===== config.mk =====
export PLATFORM = sky130hd
export DESIGN_NAME = dma_channel_addr_count_regs
export DESIGN_NICKNAME = d
export VERILOG_FILES = /design/src/rtl/dma_regs_pkg.sv /design/src/rtl/dma_channel_addr_count_regs.sv
export SDC_FILE = /design/constraint.sdc
export NUM_CORES = 2
export LEC_CHECK = 0
export BUFFER_PORTS_ARGS = -buffer_cell sky130_fd_sc_hd__clkbuf_2
export CORE_MARGIN = 2
export CORE_UTILIZATION = 30
export CTS_CLUSTER_SIZE = 14
export DETAILED_ROUTE_END_ITERATION = 12
export PLACE_DENSITY = 0.47
export SLEW_MARGIN = 5
export SYNTH_ARGS = -nofsm -noshare
export SYNTH_HDL_FRONTEND = slang
export SYNTH_SLANG_ARGS = --single-unit

===== constraint.sdc =====
create_clock -name clock -period 6.7 [get_ports clock]
set_input_delay 1.34 -clock clock [delete_from_list [all_inputs] [get_ports clock]]
set_output_delay 1.34 -clock clock [all_outputs]
set_load 0.005 [all_outputs]

===== src/rtl/dma_regs_pkg.sv =====
// constants for the dma channel address and count register block
package dma_regs_pkg;
   localparam int NUM_CHANNELS = 4;
   localparam int REG_INDEX_BITS = 3;
   localparam int CHANNEL_BITS = 2;
   // register index inside a channel window; byte address = channel*32 + index*4
   localparam logic [2:0] SOURCE_ADDRESS = 3'h0;
   localparam logic [2:0] DESTINATION_ADDRESS = 3'h1;
   localparam logic [2:0] ADDRESS_OFFSET = 3'h2;
   localparam logic [2:0] TOTAL_TRANSFER_COUNT = 3'h3;
   localparam logic [2:0] REPEAT_BLOCK_SIZE = 3'h4;
   localparam logic [2:0] CHANNEL_CONTROL = 3'h5;
   localparam int CHANNEL_LSB = 5;
   localparam int INDEX_LSB = 2;
   // channel_control fields
   localparam int ENABLE_BIT = 0;
   localparam int SINGLE_ADDRESS_BIT = 1;
   localparam int DIRECTION_BIT = 2;
   localparam int SIZE_LSB = 4;
   localparam int MODE_LSB = 6;
   localparam int COUNT_END_BIT = 16;
   localparam logic [31:0] RESET_VALUE = 32'h00000000;
   localparam logic [15:0] RELOAD_LSB = 16'h0010;
   typedef enum logic [1:0] {
      SIZE_BYTE = 2'h0,
      SIZE_WORD = 2'h1,
      SIZE_LONG = 2'h2,
      SIZE_BAD = 2'h3
   } access_size_t;
   typedef enum logic [1:0] {
      MODE_NORMAL = 2'h0,
      MODE_BLOCK = 2'h1,
      MODE_REPEAT = 2'h2,
      MODE_BAD = 2'h3
   } transfer_mode_t;
endpackage


===== src/rtl/dma_channel_addr_count_regs.sv =====
// four-channel dma address, offset, count and block size registers
`timescale 1ns/10ps
module dma_channel_addr_count_regs #(
   parameter int ADDR_WIDTH = 8
) (
   input wire logic clock,
   input wire logic reset,
   input wire logic [ADDR_WIDTH-1:0] address,
   input wire logic [31:0] writeData,
   input wire logic writeStrobe,
   input wire logic readStrobe,
   output logic [31:0] readData,
   input wire logic [3:0] transferDone,
   input wire logic [3:0] sourceStep,
   input wire logic [3:0] destinationStep,
   input wire logic [3:0] sourceDecrement,
   input wire logic [3:0] destinationDecrement,
   input wire logic [3:0] sourceUseOffset,
   input wire logic [3:0] destinationUseOffset,
   output logic [3:0] channelEnable,
   output logic [3:0] countEnd,
   output logic [3:0] blockEnd,
   output logic [127:0] sourceAddress,
   output logic [127:0] destinationAddress
);

   ////////////////////////////////////////////////////////////////////////
   logic [31:0] srcReg [dma_regs_pkg::NUM_CHANNELS];
   logic [31:0] dstReg [dma_regs_pkg::NUM_CHANNELS];
   logic [31:0] offsetReg [dma_regs_pkg::NUM_CHANNELS];
   logic [31:0] countReg [dma_regs_pkg::NUM_CHANNELS];
   logic [15:0] reloadReg [dma_regs_pkg::NUM_CHANNELS];
   logic [15:0] remainReg [dma_regs_pkg::NUM_CHANNELS];
   logic [7:0] controlReg [dma_regs_pkg::NUM_CHANNELS];
   logic [3:0] endFlag;
   logic [1:0] selChannel;
   logic [2:0] selIndex;
   logic inRange;

   assign selChannel = address[dma_regs_pkg::CHANNEL_LSB +: dma_regs_pkg::CHANNEL_BITS];
   assign selIndex = address[dma_regs_pkg::INDEX_LSB +: dma_regs_pkg::REG_INDEX_BITS];
   assign inRange = (address >> (dma_regs_pkg::CHANNEL_LSB + dma_regs_pkg::CHANNEL_BITS)) == '0;

   function automatic logic [31:0] size_bytes(input logic [1:0] code);
      logic [31:0] result;
      result = 32'h00000001;
      case (code)
         dma_regs_pkg::SIZE_WORD: result = 32'h00000002;
         dma_regs_pkg::SIZE_LONG: result = 32'h00000004;
         default: result = 32'h00000001;
      endcase
      return result;
   endfunction

   function automatic logic [31:0] next_address(input logic [31:0] current,
         input logic step, input logic down, input logic useOffset,
         input logic [31:0] offset, input logic [31:0] unit);
      logic [31:0] result;
      result = current;
      if (useOffset) begin
         result = current + offset;
      end else if (step && down) begin
         result = current - unit;
      end else if (step) begin
         result = current + unit;
      end
      return result;
   endfunction

   ////////////////////////////////////////////////////////////////////////
   // one register set per channel
   genvar ch;
   generate
      for (ch = 0; ch < dma_regs_pkg::NUM_CHANNELS; ch++) begin : g_chan
         logic hit;
         logic done;
         logic single;
         logic direction;
         logic [1:0] sizeCode;
         logic [1:0] modeCode;
         logic [31:0] unit;
         logic [31:0] next_count;
         logic usesBlock;

         assign hit = writeStrobe && inRange && (selChannel == 2'(ch));
         assign done = transferDone[ch] && controlReg[ch][dma_regs_pkg::ENABLE_BIT];
         assign single = controlReg[ch][dma_regs_pkg::SINGLE_ADDRESS_BIT];
         assign direction = controlReg[ch][dma_regs_pkg::DIRECTION_BIT];
         assign sizeCode = controlReg[ch][dma_regs_pkg::SIZE_LSB +: 2];
         assign modeCode = controlReg[ch][dma_regs_pkg::MODE_LSB +: 2];
         assign unit = size_bytes(sizeCode);
         // subtract access size; saturate so a short tail still ends at zero
         assign next_count = (countReg[ch] > unit) ? countReg[ch] - unit : 32'h00000000;
         // normal mode leaves the block counter alone
         assign usesBlock = (modeCode == dma_regs_pkg::MODE_BLOCK)
            || (modeCode == dma_regs_pkg::MODE_REPEAT);

         always_ff @(posedge clock) begin
            if (reset) begin
               srcReg[ch] <= dma_regs_pkg::RESET_VALUE;
            end else if (hit && selIndex == dma_regs_pkg::SOURCE_ADDRESS) begin
               srcReg[ch] <= writeData;
            end else if (done && !(single && direction)) begin
               srcReg[ch] <= next_address(srcReg[ch], sourceStep[ch],
                  sourceDecrement[ch], sourceUseOffset[ch], offsetReg[ch], unit);
            end
         end

         always_ff @(posedge clock) begin
            if (reset) begin
               dstReg[ch] <= dma_regs_pkg::RESET_VALUE;
            end else if (hit && selIndex == dma_regs_pkg::DESTINATION_ADDRESS) begin
               dstReg[ch] <= writeData;
            end else if (done && !(single && !direction)) begin
               dstReg[ch] <= next_address(dstReg[ch], destinationStep[ch],
                  destinationDecrement[ch], destinationUseOffset[ch], offsetReg[ch], unit);
            end
         end

         always_ff @(posedge clock) begin
            if (reset) begin
               offsetReg[ch] <= dma_regs_pkg::RESET_VALUE;
            end else if (hit && selIndex == dma_regs_pkg::ADDRESS_OFFSET) begin
               offsetReg[ch] <= writeData;
            end
         end

         // byte count, all 32 bits significant
         always_ff @(posedge clock) begin
            if (reset) begin
               countReg[ch] <= dma_regs_pkg::RESET_VALUE;
            end else if (hit && selIndex == dma_regs_pkg::TOTAL_TRANSFER_COUNT) begin
               // all-ones loads as the largest size
               countReg[ch] <= writeData;
            end else if (done && countReg[ch] != 32'h00000000) begin
               countReg[ch] <= next_count;
            end
         end

         // upper half is the size in units, zero wraps to 65536
         // only software writes the upper half
         always_ff @(posedge clock) begin
            if (reset) begin
               reloadReg[ch] <= 16'h0000;
            end else if (hit && selIndex == dma_regs_pkg::REPEAT_BLOCK_SIZE) begin
               reloadReg[ch] <= writeData[31:16];
            end
         end

         // count down; a transfer at one reloads instead of stepping to zero
         // 16-bit unit counter gives 1..65536 units of any size
         always_ff @(posedge clock) begin
            if (reset) begin
               remainReg[ch] <= 16'h0000;
            end else if (hit && selIndex == dma_regs_pkg::REPEAT_BLOCK_SIZE) begin
               remainReg[ch] <= writeData[15:0];
            end else if (done && usesBlock) begin
               if (remainReg[ch] == 16'h0001) begin
                  remainReg[ch] <= reloadReg[ch];
               end else begin
                  remainReg[ch] <= remainReg[ch] - 16'h0001;
               end
            end
         end

         // mode and size held in the control register
         always_ff @(posedge clock) begin
            if (reset) begin
               controlReg[ch] <= 8'h00;
            end else if (hit && selIndex == dma_regs_pkg::CHANNEL_CONTROL) begin
               controlReg[ch] <= writeData[7:0];
            end else if (done && countReg[ch] != 32'h00000000
                  && next_count == 32'h00000000) begin
               controlReg[ch][dma_regs_pkg::ENABLE_BIT] <= 1'b0;
            end
         end

         // set on final transfer wins over a software clear
         always_ff @(posedge clock) begin
            if (reset) begin
               endFlag[ch] <= 1'b0;
            end else if (done && countReg[ch] != 32'h00000000
                  && next_count == 32'h00000000) begin
               endFlag[ch] <= 1'b1;
            end else if (hit && selIndex == dma_regs_pkg::CHANNEL_CONTROL
                  && !writeData[dma_regs_pkg::COUNT_END_BIT]) begin
               endFlag[ch] <= 1'b0;
            end
         end

         always_ff @(posedge clock) begin
            if (reset) begin
               blockEnd[ch] <= 1'b0;
            end else begin
               blockEnd[ch] <= done && usesBlock && remainReg[ch] == 16'h0001;
            end
         end

         assign channelEnable[ch] = controlReg[ch][dma_regs_pkg::ENABLE_BIT];
         assign countEnd[ch] = endFlag[ch];
         assign sourceAddress[32*ch +: 32] = srcReg[ch];
         assign destinationAddress[32*ch +: 32] = dstReg[ch];
      end
   endgenerate

   ////////////////////////////////////////////////////////////////////////
   // count read returns the live remaining size
   always_ff @(posedge clock) begin
      if (reset) begin
         readData <= 32'h00000000;
      end else if (readStrobe && inRange) begin
         case (selIndex)
            dma_regs_pkg::SOURCE_ADDRESS: readData <= srcReg[selChannel];
            dma_regs_pkg::DESTINATION_ADDRESS: readData <= dstReg[selChannel];
            dma_regs_pkg::ADDRESS_OFFSET: readData <= offsetReg[selChannel];
            dma_regs_pkg::TOTAL_TRANSFER_COUNT: readData <= countReg[selChannel];
            dma_regs_pkg::REPEAT_BLOCK_SIZE:
               readData <= {reloadReg[selChannel], remainReg[selChannel]};
            dma_regs_pkg::CHANNEL_CONTROL:
               readData <= {15'h0000, endFlag[selChannel], 8'h00, controlReg[selChannel]};
            default: readData <= 32'h00000000;
         endcase
      end else begin
         // data stand only in the cycle after the read
         readData <= 32'h00000000;
      end
   end

endmodule


# ---- After elaboration in Yosys (flattened, before gate mapping)
# Memory sizes are Yosys's and may differ from the RTL's.
# Index checks and enable logic that the tools add are counted.
dict set report word_totals {
  out_inout_bits 300
  ramBits 672
  input_bits 72
  elab_cells 542
  n_memories 7
  reg_bits 40
}
dict set report op_classes {
  n_lt_le_gt_ge 5
  bitwise 53
  n_mux 297
  n_addsub 32
  n_eq_ne 28
  reduce_logical 111
}
# memory depth width read_ports rd_clocked_by_memory_dff wr line_no
set mem_list {}
lappend mem_list {countReg 4 32 5 0 4 dma_channel_addr_count_regs.sv:31} ;# logic [31:0] countReg [dma_regs_pkg::NUM_CHANNELS];
lappend mem_list {dstReg 4 32 5 0 4 dma_channel_addr_count_regs.sv:29} ;# logic [31:0] dstReg [dma_regs_pkg::NUM_CHANNELS];
lappend mem_list {offsetReg 4 32 5 0 4 dma_channel_addr_count_regs.sv:30} ;# logic [31:0] offsetReg [dma_regs_pkg::NUM_CHANNELS];
lappend mem_list {srcReg 4 32 5 0 4 dma_channel_addr_count_regs.sv:28} ;# logic [31:0] srcReg [dma_regs_pkg::NUM_CHANNELS];
lappend mem_list {reloadReg 4 16 5 0 4 dma_channel_addr_count_regs.sv:32} ;# logic [15:0] reloadReg [dma_regs_pkg::NUM_CHANNELS];
lappend mem_list {remainReg 4 16 5 0 4 dma_channel_addr_count_regs.sv:33} ;# logic [15:0] remainReg [dma_regs_pkg::NUM_CHANNELS];
lappend mem_list {{+1 memories} - - - - - -}
# operator n
set op_table {}
lappend op_table {{$mux W32} 80}
lappend op_table {{$add A32 B32 Y32} 16}
lappend op_table {{$sub A32 B32 Y32} 12}
lappend op_table {{$mux W16} 16}
lappend op_table {{$pmux W32 S6} 1}
lappend op_table {{$mux W1} 191}
lappend op_table {{$gt A32 B32 Y1} 4}
lappend op_table {{$logic_not A32 Y1} 4}
lappend op_table {{$reduce_bool A32 Y1} 4}
lappend op_table {{$logic_and A1 B1 Y1} 78}
lappend op_table {{$eq A16 B1 Y1 const B} 4}
lappend op_table {{$sub A16 B1 Y16 const B} 4}
lappend op_table {{$or A1 B1 Y1} 52}
lappend op_table {{$mux W8} 4}
lappend op_table {{$pmux W3 S2} 4}
lappend op_table {{$eq A2 B2 Y1 const B} 10}
lappend op_table {{$eq A2 B1 Y1 const B} 9}
lappend op_table {{$logic_not A1 Y1} 13}
lappend op_table {{$logic_not A8 Y1} 1}
lappend op_table {{$reduce_bool A2 Y1} 4}
lappend op_table {{$eq A3 B2 Y1 const B} 2}
lappend op_table {{$eq A3 B3 Y1 const B} 2}
lappend op_table {{$logic_or A1 B1 Y1} 4}
lappend op_table {{$eq A3 B1 Y1 const B} 1}
lappend op_table {{6 further kinds} 6}

# ---- Longest topological paths before layout
# An unclocked memory read counts as a cell.
dict set report depth {
  depth_word 12
  ltp_mapped 17
  ltp_nobuf 17
}

# ---- Worst setup path after synthesis
# OpenSTA, ideal clock, no wires.
dict set report synth_path {
  path_type {input port to flip-flop}
  start {input destinationUseOffset[2]}
  end {memory dstReg[2][0], enable pin}
  n_path_buf 1
  required_time_ps 6167
  path_slack_ps 796
  arrival_ps 5371
  stages 3
  setup_time_ps 533
  cell_sequence {clkbuf_1 -> nor2_1 -> o311ai_0}
}
# element line_no
set synth_lines {}
lappend synth_lines {{from (decl)} dma_channel_addr_count_regs.sv:19} ;# input wire logic [3:0] destinationUseOffset,
lappend synth_lines {{to (decl)} dma_channel_addr_count_regs.sv:29}

==> impl_metrics.csv <==
group,metric,value,unit
outcome,status,"finished, final reports clean",
worst_setup_path,crit_fanout,7,
synthesis,async_flop_share,0,%
worst_setup_path,r2r-start,"controlReg[1][4]",
grt,grtUsageTotal,28.9,%
synthesis,ys_types,97,
worst_setup_path,worstSetupStartpointType,"register",
sta,period_needed,5650,ps
synthesis,synth_seq_cells,712,
detailed_routing,via_count,46200,
synthesis,synth.area.top_cells,"edfxtp_1 39%, mux4_2 8.2%, ha_1 6.7%, a21oi_1 5.3%, xnor2_1 4.3%",
grt,grt_overflow,0,
detailed_routing,ant_nets,0,
worst_setup_path,crit_cells,17,
cts,path_clk_slew,60,ps
place,dp.final_hpwl,197000,um
cts,clkSinkCount,712,
floorplan,dieArea,176000,um^2
sta,slew_viol_final,0,
detailed_routing,drtIter0Drc,6235,
power_and_ir_drop,power_frac_seq,38.7,%
synthesis,synthFlopType,"edfxtp_1",
synthesis,synth_cells,5127,
cts,cts_tree,"done",
grt,antenna_found_initial,26,
sta,finalSetupViolations,0,
detailed_routing,viasPerCell,5.95,
worst_setup_path,crit_path_top_delay_cell,"a21oi_1",
worst_setup_path,rr_worst_depth,17,
power_and_ir_drop,p_int,9.60,mW
floorplan,fp.coreArea,172000,um^2
synthesis,ys_warn_count,0,
floorplan,die_height,420,um
layout,layout-drive-gt1-share,17.0,%
cts,clock_latency,760,ps
power_and_ir_drop,pwr-share-clk,36.0,%
sta,max_freq,177,MHz
min_path,hold_start,"countEnd[1]",
layout,nets,5739,
cts,hold_buffers,0,
floorplan,rows,152,
cts,clock_path_buffers,3,
min_path,min_path_cells,2,
grt,grt_pass1_wl,355000,um
worst_setup_path,r2r_slack,1050,ps
synthesis,seq_area_frac_synth,40.4,%
synthesis,synth_largest_area_cell,"edfxtp_1",
power_and_ir_drop,vdd_drop_max,202,uV
detailed_routing,first_pass_iters,6,
power_and_ir_drop,swShare,34.1,%
worst_setup_path,critPathKind,"reg -> reg",
place,pre_cts_ws,670,ps
min_path,hold_path_class,"reg -> reg",
power_and_ir_drop,p_switching,4.97,mW
detailed_routing,drc,0,
sta,hold_ws,541,ps
detailed_routing,routed_wl,261000,um
worst_setup_path,cp.required,7200,ps
floorplan,initial_core_util,30.2,%
synthesis,syn_nets,5488,
worst_setup_path,crit_end,"dstReg[1][31]",
grt,grt_max_degree,104,
cts,htreeDepth,3,
power_and_ir_drop,pwr-share-comb,25.3,%
worst_setup_path,crit_path_end_kind,"register",
worst_setup_path,critical_path_arrival,6150,ps
detailed_routing,routedWlPerCell,33.7,um
cts,cts_resized,0,
sta,hold_viol,0,
worst_setup_path,cp_slowest_stage_delay,570,ps
sta,rsz0062_at_grt,"false",
sta,fin_skew,59.9,ps
place,io_buffers,369,
worst_setup_path,r2r-end,"dstReg[1][31]",
synthesis,syn_avg_cell_area,10.1,um^2
sta,slew_headroom,15.5,%
run,max_cap_violations,0,
synthesis,yosysTopAreaCellShare,38.9,%
sta,layout_setup_ws,1050,ps
power_and_ir_drop,power_leakage,23.3,nW
cts,cts_made_buffers,90,
synthesis,synth_edf_count,672,
floorplan,ios,372,
cts,post_cts_buffers,0,
cts,cts-root-buf,"clkbuf_16",
worst_setup_path,crit_path_cell_trace,"inv_1, ha_1, o21ai_0, nor2_1, a21oi_1, ha_1, a21o_1, a21o_1, a2111oi_0, buf_4, nor4_1, o211a_1, o211ai_1, o21ai_0, a21oi_1, xnor2_1, a22o_1",
synthesis,syn_area,51900,um^2
worst_setup_path,critPathTopFamily,"compound AO/OA/AOI/OAI gates",
sta,fin_crit_sh,84.4,%
floorplan,die_width,420,um
worst_setup_path,path_buf_inv,2,
grt,grt_pass1_vias,43300,
place,routabilityCongestion,0.982,
sta,worstMarginPinSlew,1270,ps
sta,finalSetupTns,0,ps
power_and_ir_drop,power_density,244,nW/um^2
layout,syn2layout_area_growth,15.2,%
worst_setup_path,worstSetupStartpoint,"controlReg[1][4]",
==> power groups by stage <==
stage	clock [mW]	combinational [mW]	sequential [mW]
after global placement	0	3.59	5.72
after detailed placement	0	3.60	5.72
after CTS	5.29	3.62	5.63
after floorplan	0	2.32	5.48
after global routing	5.43	3.92	5.65
final	5.25	3.68	5.64
==> worst min-delay path by stage <==
stage	end
detailed placement	countEnd[2]
global route	countEnd[1]
floorplan	countEnd[2]
global placement	countEnd[1]
finish	countEnd[1]
CTS	countEnd[2]
==> worst min-delay path, stage by stage (launching register included) <==
cell	delay [ps]
dfxtp_1	350
o21ai_0	90
a21oi_1	60
==> synth_stat cells, types with 137 or more instances <==
cell,count
o21ai_0,322
clkbuf_1,286
a21oi_1,546
xnor2_1,257
nor2_1,263
and2_1,244
ha_1,277
mux4_2,189
a22o_1,248
inv_1,205
xor2_1,137
nand2_1,400
edfxtp_1,672
==> cell families after synthesis <==
kind of cell	Yosys count	synth area share [%]
adder cells (fa/ha/maj)	289	7.14
AND/OR/NAND/NOR	1415	13.8
buffers and inverters	541	4.09
AO/OA/AOI/OAI	1575	19.5
multiplexers	201	8.51
XOR/XNOR	394	6.65
flip-flops	712	40.4
==> registers in the layout, indices dropped and copies added (netlist names) <==
name / cells
blockEnd: 4
countEnd: 4
controlReg: 32
countReg: 128
reloadReg: 64
readData: 32
dstReg: 128
remainReg: 64
srcReg: 128
offsetReg: 128
==> metal layers <==
layer	track usage, %	vias up	share of wire, %
met1	36.9	23400	39
met2	44.7	2459	45
met4	20.5	12	8.1
met3	4.50	543	8.4
met5	0	-	0.032
li1	-	19800	-
==> through the flow <==
stage	total power, mW	std cells	area, um^2	utilization, %
after floorplan	7.80	5127	51900	-
after global placement	9.31	7595	56700	33.0
after detailed placement	9.32	7595	56700	33.0
after CTS	14.5	7758	59800	34.8
after global routing	15.0	7761	59800	34.8
final	14.6	7766	59800	34.8
==> cell type report <==
class	instances	area [um^2]
timing repair buffer	495	2910
clock inverter	46	543
multi-input combinational	3874	29200
antenna	7	17.5
fill	17500	112000
inverter	205	769
tap	2310	2890
clock buffer	117	2490
sequential	712	21000
==> cell usage in the layout (no fill, tap or decap), drive strengths merged, types with 131 or more instances in the layout <==
cell type / n
nand2: 401
nor2: 264
ha: 277
a21o: 131
inv: 210
o21ai: 323
and2: 247
edfxtp: 672
xor2: 137
a21oi: 548
xnor2: 257
clkbuf: 486
a22o: 248
mux4: 191
Note: power is estimated with default switching activity, not from simulation.
